--- src/design/mapc_defs.svh ---
// Packet identifiers, lengths, field offsets and widths of the codec
`ifndef MAPC_DEFS_SVH
`define MAPC_DEFS_SVH
`define MAPC_ID_ANG_VEL     8'h2a
`define MAPC_ID_ANG_ACC     8'h2b
`define MAPC_ID_POS_VEL     8'h2c
`define MAPC_ID_POS         8'h2d
`define MAPC_ID_VEL         8'h2e
`define MAPC_LEN_ANG        8'h0c
`define MAPC_LEN_POS_VEL    8'h3c
`define MAPC_LEN_POS        8'h24
`define MAPC_LEN_VEL        8'h18
`define MAPC_OFS_X          8'h00
`define MAPC_OFS_Y          8'h04
`define MAPC_OFS_Z          8'h08
`define MAPC_PV_OFS_LAT     8'h00
`define MAPC_PV_OFS_LON     8'h08
`define MAPC_PV_OFS_HGT     8'h10
`define MAPC_PV_OFS_VN      8'h18
`define MAPC_PV_OFS_VE      8'h1c
`define MAPC_PV_OFS_VD      8'h20
`define MAPC_PV_OFS_SLAT    8'h24
`define MAPC_PV_OFS_SLON    8'h28
`define MAPC_PV_OFS_SHGT    8'h2c
`define MAPC_PV_OFS_SVN     8'h30
`define MAPC_PV_OFS_SVE     8'h34
`define MAPC_PV_OFS_SVD     8'h38
`define MAPC_P_OFS_SLAT     8'h18
`define MAPC_P_OFS_SLON     8'h1c
`define MAPC_P_OFS_SHGT     8'h20
`define MAPC_V_OFS_VN       8'h00
`define MAPC_V_OFS_VE       8'h04
`define MAPC_V_OFS_VD       8'h08
`define MAPC_V_OFS_SVN      8'h0c
`define MAPC_V_OFS_SVE      8'h10
`define MAPC_V_OFS_SVD      8'h14
`define MAPC_FP32_BYTES     8'h04
`define MAPC_FP64_BYTES     8'h08
`endif

--- src/design/mapc_pkg.sv ---
// Types shared by the motion and aiding packet codec
package mapc_pkg;
	typedef logic [31:0] mapc_fp32_t;
	typedef logic [63:0] mapc_fp64_t;

	typedef struct packed {
		mapc_fp32_t x;
		mapc_fp32_t y;
		mapc_fp32_t z;
	} mapc_vec3_s;

	typedef struct packed {
		mapc_fp64_t lat;
		mapc_fp64_t lon;
		mapc_fp64_t hgt;
		mapc_fp32_t lat_sd;
		mapc_fp32_t lon_sd;
		mapc_fp32_t hgt_sd;
	} mapc_pos_s;

	typedef struct packed {
		mapc_fp32_t vn;
		mapc_fp32_t ve;
		mapc_fp32_t vd;
		mapc_fp32_t vn_sd;
		mapc_fp32_t ve_sd;
		mapc_fp32_t vd_sd;
	} mapc_vel_s;

	typedef struct packed {
		logic [7:0] id;
		logic [7:0] len;
	} mapc_hdr_s;

	typedef enum logic {
		MAPC_TX_IDLE,
		MAPC_TX_SEND
	} mapc_tx_e;
endpackage : mapc_pkg

--- src/design/mapc_codec.sv ---
// Encoder of rate packets and decoder of aiding packet payloads
`include "mapc_defs.svh"

// Notes on behaviour
// Angular velocity packet: id 42, 12 bytes
// Rate X, Y, Z fp32 at 0, 4, 8
// Angular acceleration packet: id 43, 12 bytes
// Acceleration X, Y, Z fp32 at 0, 4, 8
// Position-velocity packet: id 44, 60 bytes
// fp64 lat lon height, fp32 NED velocity
// Deviations fp32 at offsets 36 to 56
// Position packet: id 45, 36 bytes
// fp64 position, fp32 deviations at 24-32
// Velocity packet: id 46, 24 bytes
// fp32 velocity 0-8, deviations 12-20
// Wrong length aiding packets dropped, error flagged
// IEEE floats, least significant byte first
module mapc_codec (
	input  wire logic                clk,
	input  wire logic                arst_n,
	input  wire logic                tx_av_req,
	input  wire logic                tx_aa_req,
	input  wire mapc_pkg::mapc_vec3_s tx_av,
	input  wire mapc_pkg::mapc_vec3_s tx_aa,
	output logic                     tx_busy,
	output mapc_pkg::mapc_hdr_s      tx_hdr,
	output logic                     tx_valid,
	output logic [7:0]               tx_data,
	output logic                     tx_last,
	input  wire logic                tx_ready,
	input  wire mapc_pkg::mapc_hdr_s rx_hdr,
	input  wire logic                rx_start,
	input  wire logic                rx_valid,
	input  wire logic [7:0]          rx_data,
	input  wire logic                rx_end,
	output mapc_pkg::mapc_pos_s      rx_pos,
	output mapc_pkg::mapc_vel_s      rx_vel,
	output logic                     rx_pos_upd,
	output logic                     rx_vel_upd,
	output logic                     rx_len_err
);
	import mapc_pkg::*;

	// ----------------------------------------------------------
	// Transmit side
	// ----------------------------------------------------------
	mapc_tx_e   tx_st_r;
	mapc_tx_e   tx_st_nxt;
	mapc_vec3_s tx_buf_r;
	mapc_hdr_s  tx_hdr_r;
	logic [7:0] tx_idx_r;
	logic [7:0] tx_data_r;
	logic       tx_valid_r;
	logic       tx_last_r;
	logic       tx_start;
	logic       tx_step;
	logic       tx_done;
	logic [2:0] tx_hit;
	logic [7:0] tx_lane [3];
	logic [7:0] tx_byte;
	logic [7:0] tx_nidx;

	// Payload offsets of the three axes
	localparam logic [7:0] AX_OFS [3] =
		'{`MAPC_OFS_X, `MAPC_OFS_Y, `MAPC_OFS_Z};

	assign tx_start = (tx_st_r == MAPC_TX_IDLE) && (tx_av_req || tx_aa_req);
	assign tx_step  = tx_valid_r && tx_ready;
	assign tx_done  = tx_step && tx_last_r;
	assign tx_nidx  = tx_start ? 8'h00 : tx_idx_r + 8'h01;

	// Byte lanes of the held vector
	for (genvar g = 0; g < 3; g++) begin : g_tx_ax
		mapc_field_sel #(.W(4)) u_sel (
			.base  (AX_OFS[g]),
			.idx   (tx_nidx),
			.field (tx_buf_r[(2-g)*32 +: 32]),
			.hit   (tx_hit[g]),
			.lane  (tx_lane[g])
		);
	end

	// Lanes for the first byte come from the request itself
	logic [95:0] tx_src;
	assign tx_src  = tx_start ? (tx_av_req ? tx_av : tx_aa) : tx_buf_r;
	assign tx_byte = tx_start ? tx_src[95-24 -: 8] :
		(tx_lane[0] | tx_lane[1] | tx_lane[2]);

	// ----------------------------------------------------------
	// Transmit sequencing
	// ----------------------------------------------------------
	always_comb begin
		tx_st_nxt = tx_st_r;
		case (tx_st_r)
			MAPC_TX_IDLE: begin
				if (tx_start) begin
					tx_st_nxt = MAPC_TX_SEND;
				end
			end
			MAPC_TX_SEND: begin
				if (tx_done) begin
					tx_st_nxt = MAPC_TX_IDLE;
				end
			end
			default: tx_st_nxt = MAPC_TX_IDLE;
		endcase
	end

	always_ff @(posedge clk or negedge arst_n) begin
		if (!arst_n) begin
			tx_st_r <= MAPC_TX_IDLE;
		end else begin
			tx_st_r <= tx_st_nxt;
		end
	end

	// Angular velocity wins when both are asked in one cycle
	always_ff @(posedge clk or negedge arst_n) begin
		if (!arst_n) begin
			tx_buf_r <= '0;
			tx_hdr_r <= '0;
		end else if (tx_start) begin
			tx_buf_r <= tx_src;
			tx_hdr_r.id  <= tx_av_req ? `MAPC_ID_ANG_VEL :
				`MAPC_ID_ANG_ACC;
			tx_hdr_r.len <= `MAPC_LEN_ANG;
		end
	end

	always_ff @(posedge clk or negedge arst_n) begin
		if (!arst_n) begin
			tx_idx_r   <= 8'h00;
			tx_data_r  <= 8'h00;
			tx_valid_r <= 1'b0;
			tx_last_r  <= 1'b0;
		end else if (tx_start || (tx_step && !tx_last_r)) begin
			tx_idx_r   <= tx_nidx;
			tx_data_r  <= tx_byte;
			tx_valid_r <= 1'b1;
			tx_last_r  <= (tx_nidx == `MAPC_LEN_ANG - 8'h01);
		end else if (tx_done) begin
			tx_valid_r <= 1'b0;
			tx_last_r  <= 1'b0;
		end
	end

	// ----------------------------------------------------------
	// Transmit outputs
	// ----------------------------------------------------------

	assign tx_busy  = (tx_st_r != MAPC_TX_IDLE);
	assign tx_hdr   = tx_hdr_r;
	assign tx_valid = tx_valid_r;
	assign tx_data  = tx_data_r;
	assign tx_last  = tx_last_r;

	// ----------------------------------------------------------
	// Receive side
	// ----------------------------------------------------------
	logic [7:0]   rx_id_r;
	logic         rx_ok_r;
	logic         rx_act_r;
	logic [7:0]   rx_cnt_r;
	logic [479:0] rx_sh_r;
	mapc_pos_s    rx_pos_r;
	mapc_vel_s    rx_vel_r;
	logic         rx_pos_upd_r;
	logic         rx_vel_upd_r;
	logic         rx_err_r;
	logic         rx_known;
	logic [7:0]   rx_need;
	logic         rx_fin;
	logic         rx_good;

	// Expected payload length per identifier
	logic         hdr_pv;
	logic         hdr_ps;
	logic         hdr_vs;
	assign hdr_pv  = (rx_hdr.id == `MAPC_ID_POS_VEL);
	assign hdr_ps  = (rx_hdr.id == `MAPC_ID_POS);
	assign hdr_vs  = (rx_hdr.id == `MAPC_ID_VEL);
	assign rx_need = hdr_pv ? `MAPC_LEN_POS_VEL :
		hdr_ps ? `MAPC_LEN_POS :
		hdr_vs ? `MAPC_LEN_VEL :
		8'h00;
	assign rx_known = (rx_need != 8'h00);
	assign rx_fin   = rx_act_r && rx_end;
	assign rx_good  = rx_fin && rx_ok_r && (rx_cnt_r == rx_hdr.len);

	always_ff @(posedge clk or negedge arst_n) begin
		if (!arst_n) begin
			rx_id_r  <= 8'h00;
			rx_ok_r  <= 1'b0;
			rx_act_r <= 1'b0;
			rx_cnt_r <= 8'h00;
		end else if (rx_start) begin
			rx_id_r  <= rx_hdr.id;
			rx_ok_r  <= rx_known && (rx_hdr.len == rx_need);
			rx_act_r <= rx_known;
			rx_cnt_r <= 8'h00;
		end else if (rx_fin) begin
			rx_act_r <= 1'b0;
		end else if (rx_act_r && rx_valid) begin
			rx_cnt_r <= rx_cnt_r + 8'h01;
		end
	end

	// ----------------------------------------------------------
	// Receive payload store
	// ----------------------------------------------------------
	// Bytes are written in place so that byte n lands at bits 8n upward
	always_ff @(posedge clk or negedge arst_n) begin
		if (!arst_n) begin
			rx_sh_r <= '0;
		end else if (rx_act_r && rx_valid && !rx_end && rx_ok_r) begin
			rx_sh_r[rx_cnt_r[5:0]*8 +: 8] <= rx_data;
		end
	end

	// ----------------------------------------------------------
	// Receive field decode
	// ----------------------------------------------------------
	// Field extraction, little-endian at documented offsets
	function automatic mapc_fp32_t f32(input logic [479:0] s,
		input logic [7:0] o);
		f32 = s[o*8 +: 32];
	endfunction : f32
	function automatic mapc_fp64_t f64(input logic [479:0] s,
		input logic [7:0] o);
		f64 = s[o*8 +: 64];
	endfunction : f64

	// Which aiding record a good payload carries
	logic      is_pv;
	logic      is_ps;
	logic      is_vs;
	assign is_pv = rx_good && (rx_id_r == `MAPC_ID_POS_VEL);
	assign is_ps = rx_good && (rx_id_r == `MAPC_ID_POS);
	assign is_vs = rx_good && (rx_id_r == `MAPC_ID_VEL);

	// Combined packet fields
	mapc_pos_s pv_pos;
	mapc_vel_s pv_vel;
	assign pv_pos.lat    = f64(rx_sh_r, `MAPC_PV_OFS_LAT);
	assign pv_pos.lon    = f64(rx_sh_r, `MAPC_PV_OFS_LON);
	assign pv_pos.hgt    = f64(rx_sh_r, `MAPC_PV_OFS_HGT);
	assign pv_vel.vn     = f32(rx_sh_r, `MAPC_PV_OFS_VN);
	assign pv_vel.ve     = f32(rx_sh_r, `MAPC_PV_OFS_VE);
	assign pv_vel.vd     = f32(rx_sh_r, `MAPC_PV_OFS_VD);
	assign pv_pos.lat_sd = f32(rx_sh_r, `MAPC_PV_OFS_SLAT);
	assign pv_pos.lon_sd = f32(rx_sh_r, `MAPC_PV_OFS_SLON);
	assign pv_pos.hgt_sd = f32(rx_sh_r, `MAPC_PV_OFS_SHGT);
	assign pv_vel.vn_sd  = f32(rx_sh_r, `MAPC_PV_OFS_SVN);
	assign pv_vel.ve_sd  = f32(rx_sh_r, `MAPC_PV_OFS_SVE);
	assign pv_vel.vd_sd  = f32(rx_sh_r, `MAPC_PV_OFS_SVD);

	// Position packet fields
	mapc_pos_s ps_pos;
	assign ps_pos.lat    = f64(rx_sh_r, `MAPC_PV_OFS_LAT);
	assign ps_pos.lon    = f64(rx_sh_r, `MAPC_PV_OFS_LON);
	assign ps_pos.hgt    = f64(rx_sh_r, `MAPC_PV_OFS_HGT);
	assign ps_pos.lat_sd = f32(rx_sh_r, `MAPC_P_OFS_SLAT);
	assign ps_pos.lon_sd = f32(rx_sh_r, `MAPC_P_OFS_SLON);
	assign ps_pos.hgt_sd = f32(rx_sh_r, `MAPC_P_OFS_SHGT);

	// Velocity packet fields
	mapc_vel_s vs_vel;
	assign vs_vel.vn     = f32(rx_sh_r, `MAPC_V_OFS_VN);
	assign vs_vel.ve     = f32(rx_sh_r, `MAPC_V_OFS_VE);
	assign vs_vel.vd     = f32(rx_sh_r, `MAPC_V_OFS_VD);
	assign vs_vel.vn_sd  = f32(rx_sh_r, `MAPC_V_OFS_SVN);
	assign vs_vel.ve_sd  = f32(rx_sh_r, `MAPC_V_OFS_SVE);
	assign vs_vel.vd_sd  = f32(rx_sh_r, `MAPC_V_OFS_SVD);

	always_ff @(posedge clk or negedge arst_n) begin
		if (!arst_n) begin
			rx_pos_r     <= '0;
			rx_vel_r     <= '0;
			rx_pos_upd_r <= 1'b0;
			rx_vel_upd_r <= 1'b0;
			rx_err_r     <= 1'b0;
		end else begin
			rx_pos_upd_r <= is_pv || is_ps;
			rx_vel_upd_r <= is_pv || is_vs;
			rx_err_r     <= rx_fin && !rx_good;
			if (is_pv || is_ps) begin
				rx_pos_r <= is_pv ? pv_pos : ps_pos;
			end
			if (is_pv || is_vs) begin
				rx_vel_r <= is_pv ? pv_vel : vs_vel;
			end
		end
	end

	// ----------------------------------------------------------
	// Receive outputs
	// ----------------------------------------------------------

	assign rx_pos     = rx_pos_r;
	assign rx_vel     = rx_vel_r;
	assign rx_pos_upd = rx_pos_upd_r;
	assign rx_vel_upd = rx_vel_upd_r;
	assign rx_len_err = rx_err_r;
endmodule : mapc_codec

--- src/design/mapc_field_sel.sv ---
// Little-endian byte selector into a field at an offset
module mapc_field_sel #(
	parameter int W = 8
) (
	input  wire logic [7:0]     base,
	input  wire logic [7:0]     idx,
	input  wire logic [W*8-1:0] field,
	output logic                hit,
	output logic [7:0]          lane
);
	logic [7:0] rel;
	assign rel  = idx - base;
	assign hit  = (idx >= base) && (rel < 8'(W));
	assign lane = hit ? field[rel[5:0]*8 +: 8] : 8'h00;
endmodule : mapc_field_sel

--- config.mk ---
export PLATFORM = sky130hd
export DESIGN_NAME = mapc_codec
export DESIGN_NICKNAME = d
export VERILOG_FILES = /design/src/design/mapc_pkg.sv /design/src/design/mapc_codec.sv /design/src/design/mapc_field_sel.sv
export VERILOG_INCLUDE_DIRS = /design/src /design/src/design
export SDC_FILE = /design/constraint.sdc
export NUM_CORES = 2
export LEC_CHECK = 0
export BUFFER_PORTS_ARGS = -buffer_cell sky130_fd_sc_hd__clkbuf_2
export CORE_UTILIZATION = 35
export CTS_CLUSTER_DIAMETER = 150
export DETAILED_ROUTE_END_ITERATION = 7
export PLACE_DENSITY = 0.62
export SYNTH_ARGS = -nofsm -noshare
export SYNTH_HDL_FRONTEND = slang
export SYNTH_SLANG_ARGS = --single-unit
--- constraint.sdc ---
create_clock -name clk -period 5.4 [get_ports clk]
set_input_delay 1.35 -clock clk [delete_from_list [all_inputs] [get_ports clk]]
set_output_delay 1.35 -clock clk [all_outputs]
set_load 0.005 [all_outputs]
-- Yosys cells after proc, flatten, opt, wreduce, memory -nomap -nowiden
Index checks and enable logic that the tools add are counted.
- add/subtract/negate cells: 5
- order comparisons: 6
- equality and inequality tests: 10
- shifts and indexed selects: 5
- mux-type cells: 24
- bitwise gates (word level): 3
- reduce and logical (&&, ||, !) cells: 30
- operators by type and width (operator ; number):
    $bwmux 480 ; 1
    $shift 8x34->480 const A ; 1
    $shiftx 8x34->480 ; 1
    $mux 192 ; 1
    $mux 96 ; 2
    $shiftx 32x10->8 ; 3
    $mux 8 ; 8
    $eq 8x6->1 const B ; 6
    $neg 9->34 ; 1
    $lt 8x3->1 const B ; 3
    $logic_and 1x1->1 ; 18
    $add 8x1->8 const B ; 2
    $or 8x8->8 ; 2
    $mux 6 ; 2
    $eq 8x4->1 const B ; 1
    $eq 8x6->1 ; 1
    $eq 8x8->1 ; 1
    $ge 8x1->1 const B ; 1
    $ge 8x3->1 const B ; 1
    $ge 8x4->1 const B ; 1
    $mux 1 ; 8
    $reduce_bool 8->1 ; 1
    $sub 8x3->8 const B ; 1
    $sub 8x4->8 const B ; 1
    other kinds (8) ; 15
- register bits after elaboration: 1105
- input port bits: 224
- output and inout port bits: 510
- logic and storage cells: 113

-- Logic depth before layout (Yosys ltp)
- depth in word-level cells: 10
- gate-level depth with buffers: 15
- gate-level depth less buffers: 11

-- Modules after synthesis
Synthesis repeated with hierarchy kept, for this count alone.
- cells, all modules: 3511
- area, all modules: 48903.2 sq um
- by module, submodules not included (module ; instances ; cells each ; area each (sq um) ; sequential area each (sq um)):
    mapc_codec ; 1 ; 3298 ; 46703.5 ; 27476.4
    mapc_field_sel ; 3 ; 71 ; 733.2 ; 0.0

-- Worst setup path after synthesis
OpenSTA, ideal clock, no wires.
- kind: in2reg
- start: input tx_av_req
- end: register tx_data_r[0], in the netlist tx_data[0]
- library setup time: 0.077 ns
- arrival time: 4.518 ns
- data required time: 5.323 ns
- path slack: 0.805 ns
- cell stages on the path: 13
- path buffers: 5
- cell sequence: clkbuf_1 o21bai_1 clkbuf_1 buf_1 clkbuf_1 clkbuf_1 nand2_1 ha_1 a2111oi_0 and3b_1 nor4b_2 a21oi_1 a21oi_1
- cells in the longest elaborated chain, start to end: 10
- elaborated cells on any way between the ends: 25
- classes of those cells: add/sub (2); order compare (6); shift (3); mux (6); bitwise (2); reduce/logical (6)
- RTL lines (what ; line ; source):
    start, declared ; mapc_codec.sv:21 ; input wire logic tx_av_req,
    $logic_or 1x1->1 ; mapc_codec.sv:67 ; assign tx_start = (tx_st_r == MAPC_TX_IDLE) && (tx_av_req || tx_aa_req);
    $logic_and 1x1->1 ; mapc_codec.sv:67 ;
    $mux 8 ; mapc_codec.sv:70 ; assign tx_nidx = tx_start ? 8'h00 : tx_idx_r + 8'h01;
    $sub 8x3->8 ; mapc_field_sel.sv:12 ; assign rel = idx - base;
    $lt 8x3->1 ; mapc_field_sel.sv:13 ; assign hit = (idx >= base) && (rel < 8'(W));
    $logic_and 1x1->1 ; mapc_field_sel.sv:13 ;
    $mux 8 ; mapc_field_sel.sv:14 ; assign lane = hit ? field[rel[5:0]*8 +: 8] : 8'h00;
    $or 8x8->8 (2 in a row) ; mapc_codec.sv:87 ; (tx_lane[0] | tx_lane[1] | tx_lane[2]);
    $mux 8 ; mapc_codec.sv:86 ; assign tx_byte = tx_start ? tx_src[95-24 -: 8] :
    end signal, assigned ; mapc_codec.sv:138 ; tx_data_r <= tx_byte;
    end, declared ; mapc_codec.sv:52 ; logic [7:0] tx_data_r;
Parallel ways exist; a longest one is shown, timed or not.
A chain may end at the register's enable or synchronous reset.

-- Final worst setup path
- start: register rx_cnt_r[3]
- end: register rx_sh_r[129]
- cells in the longest elaborated chain, start to end: 3
- elaborated cells on any way between the ends: 4
- classes of those cells: add/sub (1); shift (2); mux (1)
- RTL lines (what ; line ; source):
    start, declared ; mapc_codec.sv:163 ; logic [7:0] rx_cnt_r;
    start signal, assigned ; mapc_codec.sv:204 ; rx_cnt_r <= rx_cnt_r + 8'h01;
    $neg 9->34 * ; mapc_codec.sv:216 ; rx_sh_r[rx_cnt_r[5:0]*8 +: 8] <= rx_data;
    $shiftx 8x34->480 or $shift 8x34->480 (tied branches) ; mapc_codec.sv:216 ;
    $bwmux 480 * ; mapc_codec.sv:216 ;
    end signal, assigned by index ; mapc_codec.sv:216 ;
    end, declared ; mapc_codec.sv:164 ; logic [479:0] rx_sh_r;
Every way passes the cells marked *; elsewhere a longest branch is shown, timed or not.

==> impl_metrics.py <==
metrics = {
    "floorplanning": {
        "num_rows": 133,
        "fp.dieH_um": 368,
        "start_util_pct": 35.5,
        "die_w_um": 368,
        "dieArea_um2": 136000,
        "io_pins": 734,
        "coreArea_um2": 132000,
    },
    "logic_synthesis": {
        "ys_seq_area_share_pct": 58.6,
        "synthXorXnorAreaFrac_pct": 0.651,
        "ys_ff_latch": 1098,
        "async_flop_share_pct": 100,
        "synthMuxAreaShare_pct": 21.5,
        "synth_top_family_by_area": "multiplexers",
        "yosys.area_share.adder_pct": 0.267,
        "syn_avg_cell_area_um2": 11.8,
        "synth_edf_count": 0,
        "yosysUniqueCellTypes": 62,
        "synthTopCellsByArea": "dfrtp_1, mux2_2, mux2i_1",
        "syn_inst": 3990,
        "synth_simple_gate_area_share_pct": 9.52,
        "yosys_warnings": 0,
        "syn_area_um2": 46900,
        "ys.flop_type": "dfrtp_1",
        "yosysTopAreaCell": "dfrtp_1",
        "synth_compound_area_share_pct": 6.99,
        "synth_top_area_share_pct": 58.6,
    },
    "global_routing": {
        "antenna_found_initial": 7,
        "grt_pass1_wl_um": 233000,
        "grt_start_max_net_pins": 197,
        "grt.total_usage_pct": 23.4,
        "grt_pass1_vias": 33500,
        "gr-total-overflow": 0,
    },
    "clock_network": {
        "cts_tree": "built",
        "cts_hold_buf": 0,
        "clock_latency_ns": 0.77,
        "path_clk_slew_ns": 0.06,
        "numCtsBuffers": 118,
        "htree_levels": 3,
        "clk_path_buf_depth": 3,
        "cts.sink_count": 1098,
        "postCtsResizedCells": 0,
        "cts_post_setup_buffers_inserted": 0,
        "root_buffer": "clkbuf_16",
    },
    "critical_path": {
        "critical_path_class": "reg -> reg",
        "path_max_fanout": 11,
        "slowest_delay_ns": 0.67,
        "arrival_ns": 5.17,
        "r2r_setup_slack_ns": 0.84,
        "slowest_stage": "dfrtp_1",
        "path_cells": "or3_4 -> nor3_2 -> ha_1 -> o2111ai_2 -> nor2_1 -> nand2_1 -> nor2_2 -> mux2_2",
        "critPathCaptureType": "flop",
        "critPathLaunchType": "flop",
        "required_ns": 6.01,
    },
    "worst_hold_path": {
        "hp-class": "reg -> reg",
    },
    "drt": {
        "ant_nets": 0,
        "first_pass_iters": 5,
        "drt_iter0_drc": 2324,
        "wirelength_um": 159000,
        "drc_errors": 0,
        "routedWlPerCell_um": 24.5,
        "via_count": 33300,
        "routed_via_density": 5.13,
    },
    "pwr": {
        "vdd_drop_max_mv": 0.324,
        "powerDensity_nw_per_um2": 351,
        "leakage_nw": 28.2,
    },
    "sta": {
        "slew_headroom_pct": 3.23,
        "finalSetupViolations": 0,
        "rsz0062_at_grt": "no",
        "drv_slew": 0,
        "setup_tns_ns": 0,
        "final_hold_viol_count": 0,
        "finalClockSkew_ns": 0.0637,
        "max_freq_mhz": 219,
        "finalCritPeriodShare_pct": 84.4,
        "min_period_ns": 4.56,
        "tightest_slew_ns": 1.45,
    },
    "finish": {
        "drive_gt1_share_pct": 33.0,
        "post-route-util_pct": 42.7,
        "nets": 4868,
        "syn_to_final_growth_pct": 20.5,
        "nFillCells": 12500,
    },
    "job": {
        "drv_cap": 0,
    },
    "placement": {
        "dp_hpwl_um": 117000,
        "gp_congestion": 0.878,
        "numPortBuffers": 723,
    },
    "status": {
        "status": "complete, no violations",
    },
}
[synthesized netlist by cell type, types with 17 or more instances]
cell      count
nand2b_1     24
nor2_1      130
xor2_1       20
a21oi_1      53
mux2_2      525
dfrtp_1    1098
buf_2        54
nand2_1     603
nor3_1       53
nand3_1      73
mux2i_1     393
buf_1        25
clkbuf_1    171
o21ai_0     527
nor2_2       19
buf_4        17
and2_1       24
[critical path, delay by kind of cell, from the launching register on]
family | cells | cell delay (ns)
AND/OR/NAND/NOR | 5 | 2.38
flip-flops | 1 | 0.67
adder cells (fa/ha/maj) | 1 | 0.63
multiplexers | 1 | 0.40
AO/OA/AOI/OAI | 1 | 0.30
[flip-flops by register name, summed over array words and instances (netlist names), 2 cells and up]
name      count
rx_vel      192
tx_idx_r      8
rx_cnt_r      8
rx_pos      288
tx_buf_r     96
rx_id_r       8
tx_hdr        2
tx_data       8
rx_sh_r     480
[power by group]
group	switching (mW)	leakage [nW]	internal (mW)	total, mW
clock	3.55	2.04	5.03	8.59
sequential	0.310	15.1	8.64	8.95
combinational	1.36	11.1	0.926	2.29
total	5.22	28.2	14.6	19.8
[per-stage QoR]
| stage | power, mW | cell area (um^2) | hold slack [ns] | instances | setup WS (ns) |
|---|---|---|---|---|---|
| after floorplan | 10.5 | 47000 | 0.444 | 3999 | 0.805 |
| after CTS | 20.0 | 56500 | 0.479 | 6490 | 1.00 |
| final | 19.8 | 56500 | 0.474 | 6491 | 0.842 |
| after detailed placement | 11.4 | 52400 | 0.466 | 6269 | 0.989 |
| after global placement | 11.4 | 52400 | 0.459 | 6269 | 1.01 |
| after global routing | 20.6 | 56500 | 0.498 | 6490 | 0.729 |
[logic make-up (layout without fill, tap and decap cells)]
logic type	after synthesis	count (layout)
flip-flops	1098	1098
AND/OR/NAND/NOR	1003	1003
multiplexers	930	930
AO/OA/AOI/OAI	631	631
buffers and inverters	283	1019
XOR/XNOR	34	34
adder cells (fa/ha/maj)	10	10
other	1	11
[layout by cell type, fill, tap and decap left out, drive strengths merged, types with 60 or more instances in the layout]
master and n:
buf 61, clkbuf 905, dfrtp 1098, mux2 529, mux2i 393, nand2 603, nand3 75, nor2 154
nor3 60, o21ai 529
[worst paths after layout]
| path | startpoint | end | cells after the start |
|---|---|---|---|
| worst max-delay path | rx_cnt_r[3]$_DFFE_PN0P_ | rx_sh_r[129]$_DFFE_PN0P_ | 8 |
| worst min-delay path | tx_buf_r[81]$_DFFE_PN0P_ | tx_buf_r[81]$_DFFE_PN0P_ | 2 |
| worst max register to register | rx_cnt_r[3]$_DFFE_PN0P_ | rx_sh_r[129]$_DFFE_PN0P_ | 8 |
| worst min register to register | tx_buf_r[81]$_DFFE_PN0P_ | tx_buf_r[81]$_DFFE_PN0P_ | 2 |
| max in group asynchronous | arst_n | rx_vel[128]$_DFFE_PN0P_ | 2 |
| min in group asynchronous | arst_n | rx_pos[113]$_DFFE_PN0P_ | 1 |
[per-layer routing]
metal  wire (um)  track usage [%]  vias up
met2       75300             37.7     1097
li1            -                -    15100
met1       66500             30.1    16800
met3       10800             5.51      285
met4        6680             9.50        2
met5          14                0        -
[cell type report]
cell class / instances / area, um^2 / share of cell area (%)
flip-flops and latches: 1098 / 27500 / 48.6
multi-input cells: 2618 / 18300 / 32.4
repair buffers: 782 / 4270 / 7.56
clock buffers: 184 / 3600 / 6.37
well taps: 1755 / 2200 / 3.88
clock inverters: 37 / 579 / 1.02
inverters: 16 / 60.1 / 0.106
diodes: 1 / 2.50 / 0.00443
No activity file was read; power rests on OpenSTA's default activity.
